`src/bdm_consts.vh`:
```
// Constants for the banked data memory map
`ifndef BDM_CONSTS_VH
`define BDM_CONSTS_VH

// Bank select position in the processor status register
`define BDM_BANK_BIT 5

// Special function register window
`define BDM_SFR_SPAN 8'h20
`define BDM_BANK1_BASE 8'h80

// Offsets (bank 0 / bank 1)
`define BDM_OFS_INDIRECT 8'h00
`define BDM_OFS_TIMER0 8'h01
`define BDM_OFS_PCL 8'h02
`define BDM_OFS_STATUS 8'h03
`define BDM_OFS_POINTER 8'h04
`define BDM_OFS_PORT_A_DATA 8'h05
`define BDM_OFS_PORT_B_DATA 8'h06
`define BDM_OFS_PCLATCH 8'h0A
`define BDM_OFS_INTCTL 8'h0B
`define BDM_OFS_PIFLAGS 8'h0C
`define BDM_OFS_CMPCTL 8'h1F
`define BDM_OFS_OPTION 8'h81
`define BDM_OFS_PADIR 8'h85
`define BDM_OFS_PBDIR 8'h86
`define BDM_OFS_PIENA 8'h8C
`define BDM_OFS_PWRCTL 8'h8E
`define BDM_OFS_EEIF 8'h90
`define BDM_OFS_VREFCTL 8'h9F

// General purpose RAM windows
`define BDM_GPR0_LO 8'h20
`define BDM_GPR0_HI 8'h7F
`define BDM_GPR1_LO 8'hA0
`define BDM_GPR1_HI 8'hBF
`define BDM_COMMON_LO 8'hF0
`define BDM_COMMON_HI 8'hFF
`define BDM_COMMON_ALIAS 8'h70
`define BDM_GPR_SMALL 96
`define BDM_GPR_LARGE 128

// Reset values of the core-side registers
`define BDM_RST_PCL 8'h00
`define BDM_RST_STATUS 8'h00
`define BDM_RST_POINTER 8'h00
`define BDM_RST_PCLATCH 8'h00
`define BDM_RST_INTCTL 8'h00

// External special register select positions
`define BDM_SEL_TIMER0 0
`define BDM_SEL_PORT_A_DATA 1
`define BDM_SEL_PORT_B_DATA 2
`define BDM_SEL_PIFLAGS 3
`define BDM_SEL_CMPCTL 4
`define BDM_SEL_OPTION 5
`define BDM_SEL_PADIR 6
`define BDM_SEL_PBDIR 7
`define BDM_SEL_PIENA 8
`define BDM_SEL_PWRCTL 9
`define BDM_SEL_EEIF 10
`define BDM_SEL_VREFCTL 11
`define BDM_SEL_COUNT 12

// Read source codes
`define BDM_SRC_ZERO 2'h0
`define BDM_SRC_CORE 2'h1
`define BDM_SRC_SFR 2'h2
`define BDM_SRC_GPR 2'h3

`endif

```
`src/bdm_addr_decode.v`:
```
// Region decoder for the banked data memory map
`timescale 1ns/10ps
`include "bdm_consts.vh"

module bdm_addr_decode #(
  parameter LARGE_VARIANT = 0
) (
  // Effective 8-bit file address
  input wire [7:0] i_addr,
  // Region hits
  output reg o_indirect_hit,
  output reg o_sfr_window,
  output reg o_gpr_hit,
  output reg [6:0] o_gpr_idx
);

  always @* begin
    o_indirect_hit = 1'b0;
    o_sfr_window = 1'b0;
    o_gpr_hit = 1'b0;
    o_gpr_idx = 7'h00;
    if (i_addr[6:0] < `BDM_SFR_SPAN) begin
      o_sfr_window = 1'b1; // [RULE2]
      o_indirect_hit = (i_addr[6:0] == `BDM_OFS_INDIRECT); // [RULE7]
    end else if (i_addr >= `BDM_GPR0_LO && i_addr <= `BDM_GPR0_HI) begin
      o_gpr_hit = 1'b1; // [RULE3]
      o_gpr_idx = i_addr[6:0] - 7'h20;
    end else if (i_addr >= `BDM_COMMON_LO) begin
      o_gpr_hit = 1'b1; // [RULE4]
      o_gpr_idx = {3'h5, i_addr[3:0]};
    end else if (LARGE_VARIANT != 0 && i_addr >= `BDM_GPR1_LO && i_addr <= `BDM_GPR1_HI) begin
      o_gpr_hit = 1'b1; // [RULE3]
      o_gpr_idx = {2'h3, i_addr[4:0]};
    end
  end

endmodule // bdm_addr_decode

```
`src/bdm_gpr_ram.v`:
```
// General purpose static RAM array
`timescale 1ns/10ps

module bdm_gpr_ram #(
  parameter DEPTH = 96,
  parameter AW = 7
) (
  // Clock
  input wire i_clk,
  // Access
  input wire i_we,
  input wire [AW-1:0] i_idx,
  input wire [7:0] i_wdata,
  output wire [7:0] o_rdata
);

  reg [7:0] mem_r [0:DEPTH-1];

  always @(posedge i_clk) begin
    if (i_we) begin
      mem_r[i_idx] <= i_wdata; // [RULE6]
    end
  end

  assign o_rdata = mem_r[i_idx];

endmodule // bdm_gpr_ram

```
`src/bdm_data_map.v`:
```
// Banked data memory decoder and core register file
//
// Contract
// [RULE1] Bank 0 while status bit 5 is clear, bank 1 while it is set.
// [RULE2] Lowest 32 addresses of each bank decode as special registers.
// [RULE3] RAM at 20-7Fh always; large variant adds A0-BFh.
// [RULE4] Bank 1 F0-FFh reaches the same bytes as bank 0 70-7Fh.
// [RULE5] Every location reachable directly or through the indirect pointer.
// [RULE6] RAM holds 96 bytes, or 128 bytes on the large variant.
// [RULE7] Indirect location 00h/80h has no storage; accesses redirect.
// [RULE8] Core registers decode the same in both banks, offset 80h apart.
`timescale 1ns/10ps
`include "bdm_consts.vh"

module bdm_data_map #(
  parameter LARGE_VARIANT = 0
) (
  // Clock and reset
  input wire i_clk,
  input wire i_rst,
  // Core data access port
  input wire [6:0] i_addr,
  input wire [7:0] i_wdata,
  input wire i_wr,
  input wire i_rd,
  output reg [7:0] o_rdata,
  // Core hardware updates
  input wire [7:0] i_status_mask,
  input wire [7:0] i_status_val,
  input wire i_pcl_load,
  input wire [7:0] i_pcl_val,
  // Core register views
  output wire [7:0] o_status,
  output wire [7:0] o_pointer,
  output wire [7:0] o_pcl,
  output wire [7:0] o_pclatch,
  output wire [7:0] o_intctl,
  output wire o_bank_sel,
  output reg o_pcl_written,
  // External special registers
  output reg [`BDM_SEL_COUNT-1:0] o_sfr_sel,
  output reg o_sfr_wr,
  output reg o_sfr_rd,
  output reg [7:0] o_sfr_wdata,
  input wire [7:0] i_sfr_rdata
);

  localparam DEPTH = (LARGE_VARIANT != 0) ? `BDM_GPR_LARGE : `BDM_GPR_SMALL;
  localparam [2:0] CORE_NONE = 3'h0;
  localparam [2:0] CORE_PCL = 3'h1;
  localparam [2:0] CORE_STATUS = 3'h2;
  localparam [2:0] CORE_POINTER = 3'h3;
  localparam [2:0] CORE_PCLATCH = 3'h4;
  localparam [2:0] CORE_INTCTL = 3'h5;

  reg [7:0] status_r;
  reg [7:0] status_nxt;
  reg [7:0] pointer_r;
  reg [7:0] pcl_r;
  reg [7:0] pcl_nxt;
  reg [7:0] pclatch_r;
  reg [7:0] intctl_r;
  reg [7:0] eff_addr;
  reg [2:0] core_idx;
  reg [`BDM_SEL_COUNT-1:0] sfr_sel;
  reg [7:0] core_val;
  reg [1:0] src_nxt;
  wire direct_indirect_data_access;
  wire indirect_hit;
  wire sfr_window;
  wire gpr_hit;
  wire [6:0] gpr_idx;
  wire [7:0] gpr_rdata;
  wire gpr_we;
  wire core_hit;
  wire sfr_hit;
  wire access;

  assign access = i_wr | i_rd;

  // Effective address formation
  assign direct_indirect_data_access = (i_addr == `BDM_OFS_INDIRECT);

  always @* begin
    if (direct_indirect_data_access) begin
      eff_addr = pointer_r; // [RULE5] [RULE7]
    end else begin
      eff_addr = {status_r[`BDM_BANK_BIT], i_addr}; // [RULE1]
    end
  end

  bdm_addr_decode #(
    .LARGE_VARIANT(LARGE_VARIANT)
  ) u_decode (
    .i_addr(eff_addr),
    .o_indirect_hit(indirect_hit),
    .o_sfr_window(sfr_window),
    .o_gpr_hit(gpr_hit),
    .o_gpr_idx(gpr_idx)
  );

  // Core registers, same offset in both banks
  always @* begin
    core_idx = CORE_NONE;
    if (sfr_window && !indirect_hit) begin
      case (eff_addr[6:0])
        `BDM_OFS_PCL: begin
          core_idx = CORE_PCL; // [RULE8]
        end
        `BDM_OFS_STATUS: begin
          core_idx = CORE_STATUS; // [RULE8]
        end
        `BDM_OFS_POINTER: begin
          core_idx = CORE_POINTER; // [RULE8]
        end
        `BDM_OFS_PCLATCH: begin
          core_idx = CORE_PCLATCH; // [RULE8]
        end
        `BDM_OFS_INTCTL: begin
          core_idx = CORE_INTCTL; // [RULE8]
        end
        default: begin
          core_idx = CORE_NONE;
        end
      endcase
    end
  end

  assign core_hit = (core_idx != CORE_NONE);

  // Bank-specific special registers held outside
  always @* begin
    sfr_sel = {`BDM_SEL_COUNT{1'b0}};
    if (sfr_window && !indirect_hit) begin
      case (eff_addr)
        `BDM_OFS_TIMER0: begin
          sfr_sel[`BDM_SEL_TIMER0] = 1'b1;
        end
        `BDM_OFS_PORT_A_DATA: begin
          sfr_sel[`BDM_SEL_PORT_A_DATA] = 1'b1;
        end
        `BDM_OFS_PORT_B_DATA: begin
          sfr_sel[`BDM_SEL_PORT_B_DATA] = 1'b1;
        end
        `BDM_OFS_PIFLAGS: begin
          sfr_sel[`BDM_SEL_PIFLAGS] = 1'b1;
        end
        `BDM_OFS_CMPCTL: begin
          sfr_sel[`BDM_SEL_CMPCTL] = 1'b1;
        end
        `BDM_OFS_OPTION: begin
          sfr_sel[`BDM_SEL_OPTION] = 1'b1; // [RULE2]
        end
        `BDM_OFS_PADIR: begin
          sfr_sel[`BDM_SEL_PADIR] = 1'b1; // [RULE2]
        end
        `BDM_OFS_PBDIR: begin
          sfr_sel[`BDM_SEL_PBDIR] = 1'b1; // [RULE2]
        end
        `BDM_OFS_PIENA: begin
          sfr_sel[`BDM_SEL_PIENA] = 1'b1; // [RULE2]
        end
        `BDM_OFS_PWRCTL: begin
          sfr_sel[`BDM_SEL_PWRCTL] = 1'b1; // [RULE2]
        end
        `BDM_OFS_EEIF: begin
          sfr_sel[`BDM_SEL_EEIF] = 1'b1; // [RULE2]
        end
        `BDM_OFS_VREFCTL: begin
          sfr_sel[`BDM_SEL_VREFCTL] = 1'b1; // [RULE2]
        end
        default: begin
          sfr_sel = {`BDM_SEL_COUNT{1'b0}};
        end
      endcase
    end
  end

  assign sfr_hit = |sfr_sel;

  // General purpose RAM
  assign gpr_we = i_wr && gpr_hit;

  bdm_gpr_ram #(
    .DEPTH(DEPTH),
    .AW(7)
  ) u_ram (
    .i_clk(i_clk),
    .i_we(gpr_we),
    .i_idx(gpr_idx),
    .i_wdata(i_wdata),
    .o_rdata(gpr_rdata)
  );

  // Status: software write, then hardware flag update wins
  always @* begin
    status_nxt = status_r;
    if (i_wr && core_idx == CORE_STATUS) begin
      status_nxt = i_wdata; // [RULE1]
    end
    status_nxt = (status_nxt & ~i_status_mask) | (i_status_val & i_status_mask);
  end

  // Program counter low: core load wins over software write
  always @* begin
    pcl_nxt = pcl_r;
    if (i_wr && core_idx == CORE_PCL) begin
      pcl_nxt = i_wdata;
    end
    if (i_pcl_load) begin
      pcl_nxt = i_pcl_val;
    end
  end

  always @(posedge i_clk) begin
    if (i_rst) begin
      status_r <= `BDM_RST_STATUS;
      pcl_r <= `BDM_RST_PCL;
      pointer_r <= `BDM_RST_POINTER;
      pclatch_r <= `BDM_RST_PCLATCH;
      intctl_r <= `BDM_RST_INTCTL;
      o_pcl_written <= 1'b0;
    end else begin
      status_r <= status_nxt;
      pcl_r <= pcl_nxt;
      o_pcl_written <= i_wr && core_idx == CORE_PCL;
      if (i_wr && core_idx == CORE_POINTER) begin
        pointer_r <= i_wdata; // [RULE5]
      end
      if (i_wr && core_idx == CORE_PCLATCH) begin
        pclatch_r <= i_wdata;
      end
      if (i_wr && core_idx == CORE_INTCTL) begin
        intctl_r <= i_wdata;
      end
    end
  end

  // Core register read value
  always @* begin
    case (core_idx)
      CORE_PCL: begin
        core_val = pcl_r;
      end
      CORE_STATUS: begin
        core_val = status_r;
      end
      CORE_POINTER: begin
        core_val = pointer_r;
      end
      CORE_PCLATCH: begin
        core_val = pclatch_r;
      end
      CORE_INTCTL: begin
        core_val = intctl_r;
      end
      default: begin
        core_val = 8'h00;
      end
    endcase
  end

  // Read source; indirect self-access and holes read zero
  always @* begin
    if (core_hit) begin
      src_nxt = `BDM_SRC_CORE;
    end else if (sfr_hit) begin
      src_nxt = `BDM_SRC_SFR;
    end else if (gpr_hit) begin
      src_nxt = `BDM_SRC_GPR;
    end else begin
      src_nxt = `BDM_SRC_ZERO; // [RULE7]
    end
  end

  // Registered read data, one cycle after the strobe
  always @(posedge i_clk) begin
    if (i_rst) begin
      o_rdata <= 8'h00;
    end else begin
      if (i_rd) begin
        case (src_nxt)
          `BDM_SRC_CORE: begin
            o_rdata <= core_val;
          end
          `BDM_SRC_SFR: begin
            o_rdata <= i_sfr_rdata;
          end
          `BDM_SRC_GPR: begin
            o_rdata <= gpr_rdata; // [RULE3] [RULE4]
          end
          default: begin
            o_rdata <= 8'h00;
          end
        endcase
      end else begin
        o_rdata <= 8'h00;
      end
    end
  end

  // External special register strobes
  always @* begin
    o_sfr_sel = sfr_sel;
    o_sfr_wr = i_wr && sfr_hit;
    o_sfr_rd = i_rd && sfr_hit;
    o_sfr_wdata = i_wdata;
    if (!access) begin
      o_sfr_sel = {`BDM_SEL_COUNT{1'b0}};
    end
  end

  // Core register views
  assign o_status = status_r;
  assign o_pointer = pointer_r;
  assign o_pcl = pcl_r;
  assign o_pclatch = pclatch_r;
  assign o_intctl = intctl_r;
  assign o_bank_sel = status_r[`BDM_BANK_BIT]; // [RULE1]

endmodule // bdm_data_map

```
`config.mk`:
```
export PLATFORM = sky130hd
export DESIGN_NAME = bdm_data_map
export DESIGN_NICKNAME = d
export VERILOG_FILES = /design/src/bdm_addr_decode.v /design/src/bdm_gpr_ram.v /design/src/bdm_data_map.v
export VERILOG_INCLUDE_DIRS = /design/src
export SDC_FILE = /design/constraint.sdc
export NUM_CORES = 1
export LEC_CHECK = 0
export ABC_AREA = 1
export BUFFER_PORTS_ARGS = -buffer_cell sky130_fd_sc_hd__buf_2
export CAP_MARGIN = 20
export CELL_PAD_IN_SITES_DETAIL_PLACEMENT = 0
export CELL_PAD_IN_SITES_GLOBAL_PLACEMENT = 1
export CORE_ASPECT_RATIO = 1.2
export CORE_UTILIZATION = 53
export CTS_CLUSTER_SIZE = 40
export DETAILED_ROUTE_END_ITERATION = 8
export PLACE_DENSITY = 0.85
export SLEW_MARGIN = 20
export SYNTH_ARGS = -nofsm -noshare
export SYNTH_HDL_FRONTEND = slang
export SYNTH_SLANG_ARGS = --single-unit
```
`constraint.sdc`:
```
create_clock -name i_clk -period 5.7 [get_ports i_clk]
set_clock_uncertainty 0.2 [all_clocks]
set_input_delay 0.285 -clock i_clk [delete_from_list [all_inputs] [get_ports i_clk]]
set_output_delay 0.285 -clock i_clk [all_outputs]
set_load 0.01 [all_outputs]
```
# == Word-level counts from Yosys, hierarchy flattened ==
# Memories as Yosys holds them, arrays and structs flattened.
# Index checks and enable logic that the tools add are counted.
# classes
add_sub_neg,1
n_lt_le_gt_ge,4
n_eq_ne,25
muxes,35
n_bitwise,6
reduce_logical,17
# ops
op,count
$eq 8x8->1 const B,7
$pmux 8 s5,1
$mux 8,4
$mux 12,2
$pmux 8 s3,1
$mux 7,3
$mux 1,19
$and 8x8->8,2
$eq 8x3->1 const B,2
$pmux 3 s5,1
$eq 7x2->1 const B,2
$eq 7x4->1 const B,2
$logic_not 7->1,2
$reduce_or 12->1,1
$logic_and 1x1->1,10
$eq 8x1->1 const B,1
$eq 8x4->1 const B,1
$eq 8x5->1 const B,1
$ge 8x6->1 const B,1
$ge 8x8->1 const B,1
$le 8x7->1 const B,1
$not 8->8,1
$or 8x8->8,1
$eq 7x3->1 const B,1
15 further kinds,20
# word_totals
register_bits,49
ram_bits,768
inputBits,52
n_memories,1
# mem_list
name,words,word_bits,read_ports,rd_ports_with_merged_regs,write_ports,line,text
u_ram.mem_r,96,8,1,0,1,bdm_gpr_ram.v:17,reg [7:0] mem_r [0:DEPTH-1];

# == Longest topological paths before layout ==
# depth
ltp_word,12
ltp_mapped,24
depth_no_buf,22

# == By module ==
# A second synthesis with hierarchy kept.
# hier_totals
cells_unflattened,3672
area_unflattened_um2,36247.3
# by_module_without_submodules
mod,instances,cells_per_inst,area_each_um2
bdm_gpr_ram,1,3129,32934.1
bdm_data_map,1,515,3185.6
bdm_addr_decode,1,28,127.6

# == Worst setup path before layout ==
# Ideal clock, no wire load.
# synth_timing
path_kind,in2reg
from,in i_addr[5]
to,"mem u_ram.mem_r[27][0], enable pin"
t_arrival_ps,2338
t_required_ps,5130
path_slack_ps,2791
path_stages,15
n_path_buf,2
cell_sequence,inv_2 nand2_2 nor2_4 nand3_1 nand2_1 nand3_1 nand2_4 buf_6 inv_2 nor2_4 inv_2 nor2_2 buf_2 nand2_1 nor2_1
# synth_via
elab_chain_cells,9
word_cells_on_any_way,17
# synth_rtl
element,line,text
"start, declared",bdm_data_map.v:22,"input wire [6:0] i_addr,"
$logic_not 7->1 (no source line),-,
$mux 8 *,bdm_data_map.v:85,if (direct_indirect_data_access) begin
"$ge 8x8->1 (no source line), or another cell as far along",-,
$mux 1 / $logic_and 1x1->1 (equally long branches),-,
$mux 1,bdm_addr_decode.v:25,end else if (i_addr >= `BDM_GPR0_LO && i_addr <= `BDM_GPR0_HI) begin
$mux 1,bdm_addr_decode.v:22,if (i_addr[6:0] < `BDM_SFR_SPAN) begin
$logic_and 1x1->1,bdm_data_map.v:182,assign gpr_we = i_wr && gpr_hit;
$mux 1,bdm_gpr_ram.v:20,if (i_we) begin
$mux 1 (implied by the code),bdm_gpr_ram.v:21,mem_r[i_idx] <= i_wdata;
"end, declared",bdm_gpr_ram.v:17,
# Every way passes the cells marked *; elsewhere a longest branch is shown, timed or not.

# == Worst setup path after layout ==
# layout_timing
from,reg pointer_r[5] (netlist: o_pointer[5])
to,reg o_rdata[0]
# layout_via
elab_chain_cells,11
word_cells_on_any_way,66
# layout_rtl
element,line,text
"start, declared",bdm_data_map.v:58,reg [7:0] pointer_r;
"start signal, assigned",bdm_data_map.v:219,pointer_r <= `BDM_RST_POINTER;
"start signal, assigned",bdm_data_map.v:228,pointer_r <= i_wdata;
$mux 8 *,bdm_data_map.v:85,
"parallel branches: the longest is 9 deep, another holds $ge 8x8->1",-,
$pmux 8 s3 *,bdm_data_map.v:282,case (src_nxt)
"end signal, assigned",bdm_data_map.v:284,o_rdata <= core_val;
"end signal, assigned",bdm_data_map.v:287,o_rdata <= i_sfr_rdata;
"end signal, assigned",bdm_data_map.v:290,o_rdata <= gpr_rdata;
"end, declared",bdm_data_map.v:26,"output reg [7:0] o_rdata,"
# Mark *: on every way between the ends.
# A chain may end at the register's enable or synchronous reset.

==> impl_metrics.yaml <==
finish:
  area_growth_pct: 13.6
  final_layout_size_suffix_gt1_frac: 0.0977
  layout_common_cells: "939 x nand2_1, 768 x edfxtp_1, 406 x nor2_1, 406 x inv_1, 219 x o21ai_0"
  final_area_mm2: 0.0391
  final_nets: 3513
  antenna_cells: 0
  final_common_cell: "nand2_1"
synthesis:
  yosys.area_share.adder: 0
  ys_types: 44
  ys_warn_count: 0
  postSynthCellCount: 3272
  syn-num-nets: 3324
  synth_top_area_share: 0.670
  synth-seq-cells: 817
  syn_area_mm2: 0.0344
  synth-compound-area-share: 0.0586
  yosys.area_share.simple: 0.178
  yosysTopAreaCell: "edfxtp_1"
  muxShareOfSynthArea: 0
  synth_top_family_by_area: "simple AND/OR/NAND/NOR gates"
  synth-xor-area-share: 0
  ys_seq_area_frac: 0.698
  synth.area.top_cells: "edfxtp_1 67%, nand2_1 10%, nor2_1 4.4%"
  syn_area_per_cell_um2: 10.5
routing:
  first_iter_violations: 2765
  drtAntennaViolNets: 0
  wl_per_cell_um: 22.8
  drc: 0
  via_per_inst: 5.62
  wirelength_mm: 99.4
  vias: 24477
  drtPass1Iterations: 6
setup_path:
  r2r_slack_ns: 0.85
  worstPathMaxFanout: 179
  cp.required_ns: 6.01
  endpoint_kind: "flop"
  cp.arrival_ns: 5.16
  worstSetupPathType: "flop to flop"
  startpoint_type: "flop"
sta:
  worst_slew_pin_slew_ns: 1.04
  finalSetupViolCount: 0
  period_share: 0.851
  slew_headroom: 0.309
  hold_viol: 0
  drv_slew: 0
  rsz0062_at_grt: "false"
  min_period_ns: 4.85
  setup_tns_ns: 0
  max_freq_mhz: 206
global_routing:
  track_usage: 0.302
  grt_pass1_vias: 23601
  grt_max_degree: 180
  grt_antenna_before_repair: 1
  grt_pass1_wl_mm: 147
  grt_overflow: 0
cts:
  htree_levels: 3
  cts_root_buf: "clkbuf_16"
  clock_sink_count: 817
  clk_pin_slew_worst_paths_ns: 0.06
  cts_made_buffers: 81
  cts_resized: 0
  cts_tree: "done"
  clk_latency_ns: 0.65
  ctsLongestPathBuffers: 3
pwr:
  peakVddDrop_mv: 0.278
  p_leak_uw: 0.0157
  power_density_mw_per_mm2: 328
floorplanning:
  start_util: 0.534
  rows: 102
  core_mm2: 0.0644
  io_pins: 124
  die_area_mm2: 0.0660
  die_y_um: 281
  fp.dieW_um: 235
placed_design:
  detailed_place_hpwl_mm: 60.6
  io_buffer_count: 123
  placed_area_mm2: 0.0359
  gp_congestion: 0.918
outcome:
  status: "completed"
worst_hold_path:
  min_path_type: "primary input to flop"
run:
  maxCapViolCount: 0
what timing repair did:
item | in CTS | in global routing
hold endpoints to repair | 88 | 0
buffers inserted | 0 | 0
hold buffers | 61 | 0
power breakdown:
part	switching [µW]	total, µW	internal (µW)	leakage (µW)
combinational	756	1010	252	0.00715
clock	2290	5210	2920	0.00125
sequential	12.4	6600	6590	0.00730
total	3060	12800	9760	0.0157
state kept, by name, summed over array words and instances, names as in the netlist, named ones only:
register	count
o_intctl	8
o_pcl	8
o_pcl_written	1
o_pclatch	8
o_pointer	8
o_rdata	8
u_ram.mem_r	768
critical path, stage by stage, from the launching register on:
cell           delay [ns]
dfxtp_1              0.37
inv_1                0.10
nand3_1              0.11
nand2_1              0.11
nand2_2              0.13
nand2_2              0.11
nand2_4              0.57
nand2_8              0.70
o21ai_0              0.44
nand2_1              0.09
nand2_1              0.09
nand2_1              0.05
nand2_1              0.13
nand2_1              0.06
nand2_1              0.16
nor2_1               0.10
nor2_1               0.13
nor2_1               0.06
nand2_1              0.17
a21oi_1              0.10
dlygate4sd3_1        0.59
through the flow:
| step | utilization | total power, µW | setup slack, ns | hold WS, ns | instances |
|---|---|---|---|---|---|
| after floorplan | - | 7230 | 2.79 | 0.184 | 3272 |
| after global placement | 0.558 | 7670 | 1.30 | 0.259 | 4149 |
| after detailed placement | 0.558 | 7680 | 1.30 | 0.266 | 4149 |
| after CTS | 0.607 | 12800 | 1.05 | 0.00947 | 4354 |
| after global routing | 0.607 | 13200 | 0.615 | 0.0256 | 4354 |
| final | 0.607 | 12800 | 0.847 | 0.0301 | 4354 |
metal layers:
layer / wire length (µm) / share of wire / track usage / vias up
li1: - / - / - / 11161
met1: 39000 / 0.39 / 0.397 / 11962
met2: 48500 / 0.49 / 0.504 / 1139
met3: 7740 / 0.078 / 0.0381 / 215
met4: 4190 / 0.042 / 0.138 / 0
met5: 0 / 0 / 0 / -
final cells by class:
type	instances	area, µm²
Fill cell	5161	25300
Clock buffer	93	2090
Sequential cell	817	24000
Tap cell	832	1040
Clock inverter	51	464
Multi-Input combinational cell	1900	8200
Inverter	419	1570
Timing Repair Buffer	242	1710
synth_stat cells (all sizes together):
| cell type | number |
|---|---|
| inv | 418 |
| nand3 | 101 |
| o221ai | 2 |
| buf | 97 |
| nand2 | 949 |
| o22ai | 21 |
| or2 | 1 |
| nand4 | 25 |
| o21ai | 255 |
| a22oi | 1 |
| nor2 | 416 |
| o21a | 1 |
| clkinv | 1 |
| o2111ai | 1 |
| o211ai | 3 |
| nor3 | 14 |
| edfxtp | 768 |
| a211oi | 2 |
| o21bai | 2 |
| dfxtp | 49 |
| o31ai | 1 |
| a21oi | 64 |
| a221oi | 5 |
| a31oi | 5 |
| a221o | 8 |
| nand3b | 15 |
| clkbuf | 39 |
| nor3b | 8 |
cell families after synthesis:
logic type      count (synthesis)
compound gates                371
buf+inv                       555
flops                         817
simple gates                 1529
final timing paths:
path | startpoint | end | cells after the start
worst max-delay path | o_pointer[5]$_SDFFE_PP0P_ | o_rdata[0]$_SDFF_PP0_ | 20
worst min-delay path | i_wdata[5] | u_ram.mem_r[12][5]$_DFFE_PP_ | 1
worst max register to register | o_pointer[5]$_SDFFE_PP0P_ | o_rdata[0]$_SDFF_PP0_ | 20
worst min register to register | o_pclatch[3]$_SDFFE_PP0P_ | o_pclatch[3]$_SDFFE_PP0P_ | 2
Power figures use the tool's default switching activity.
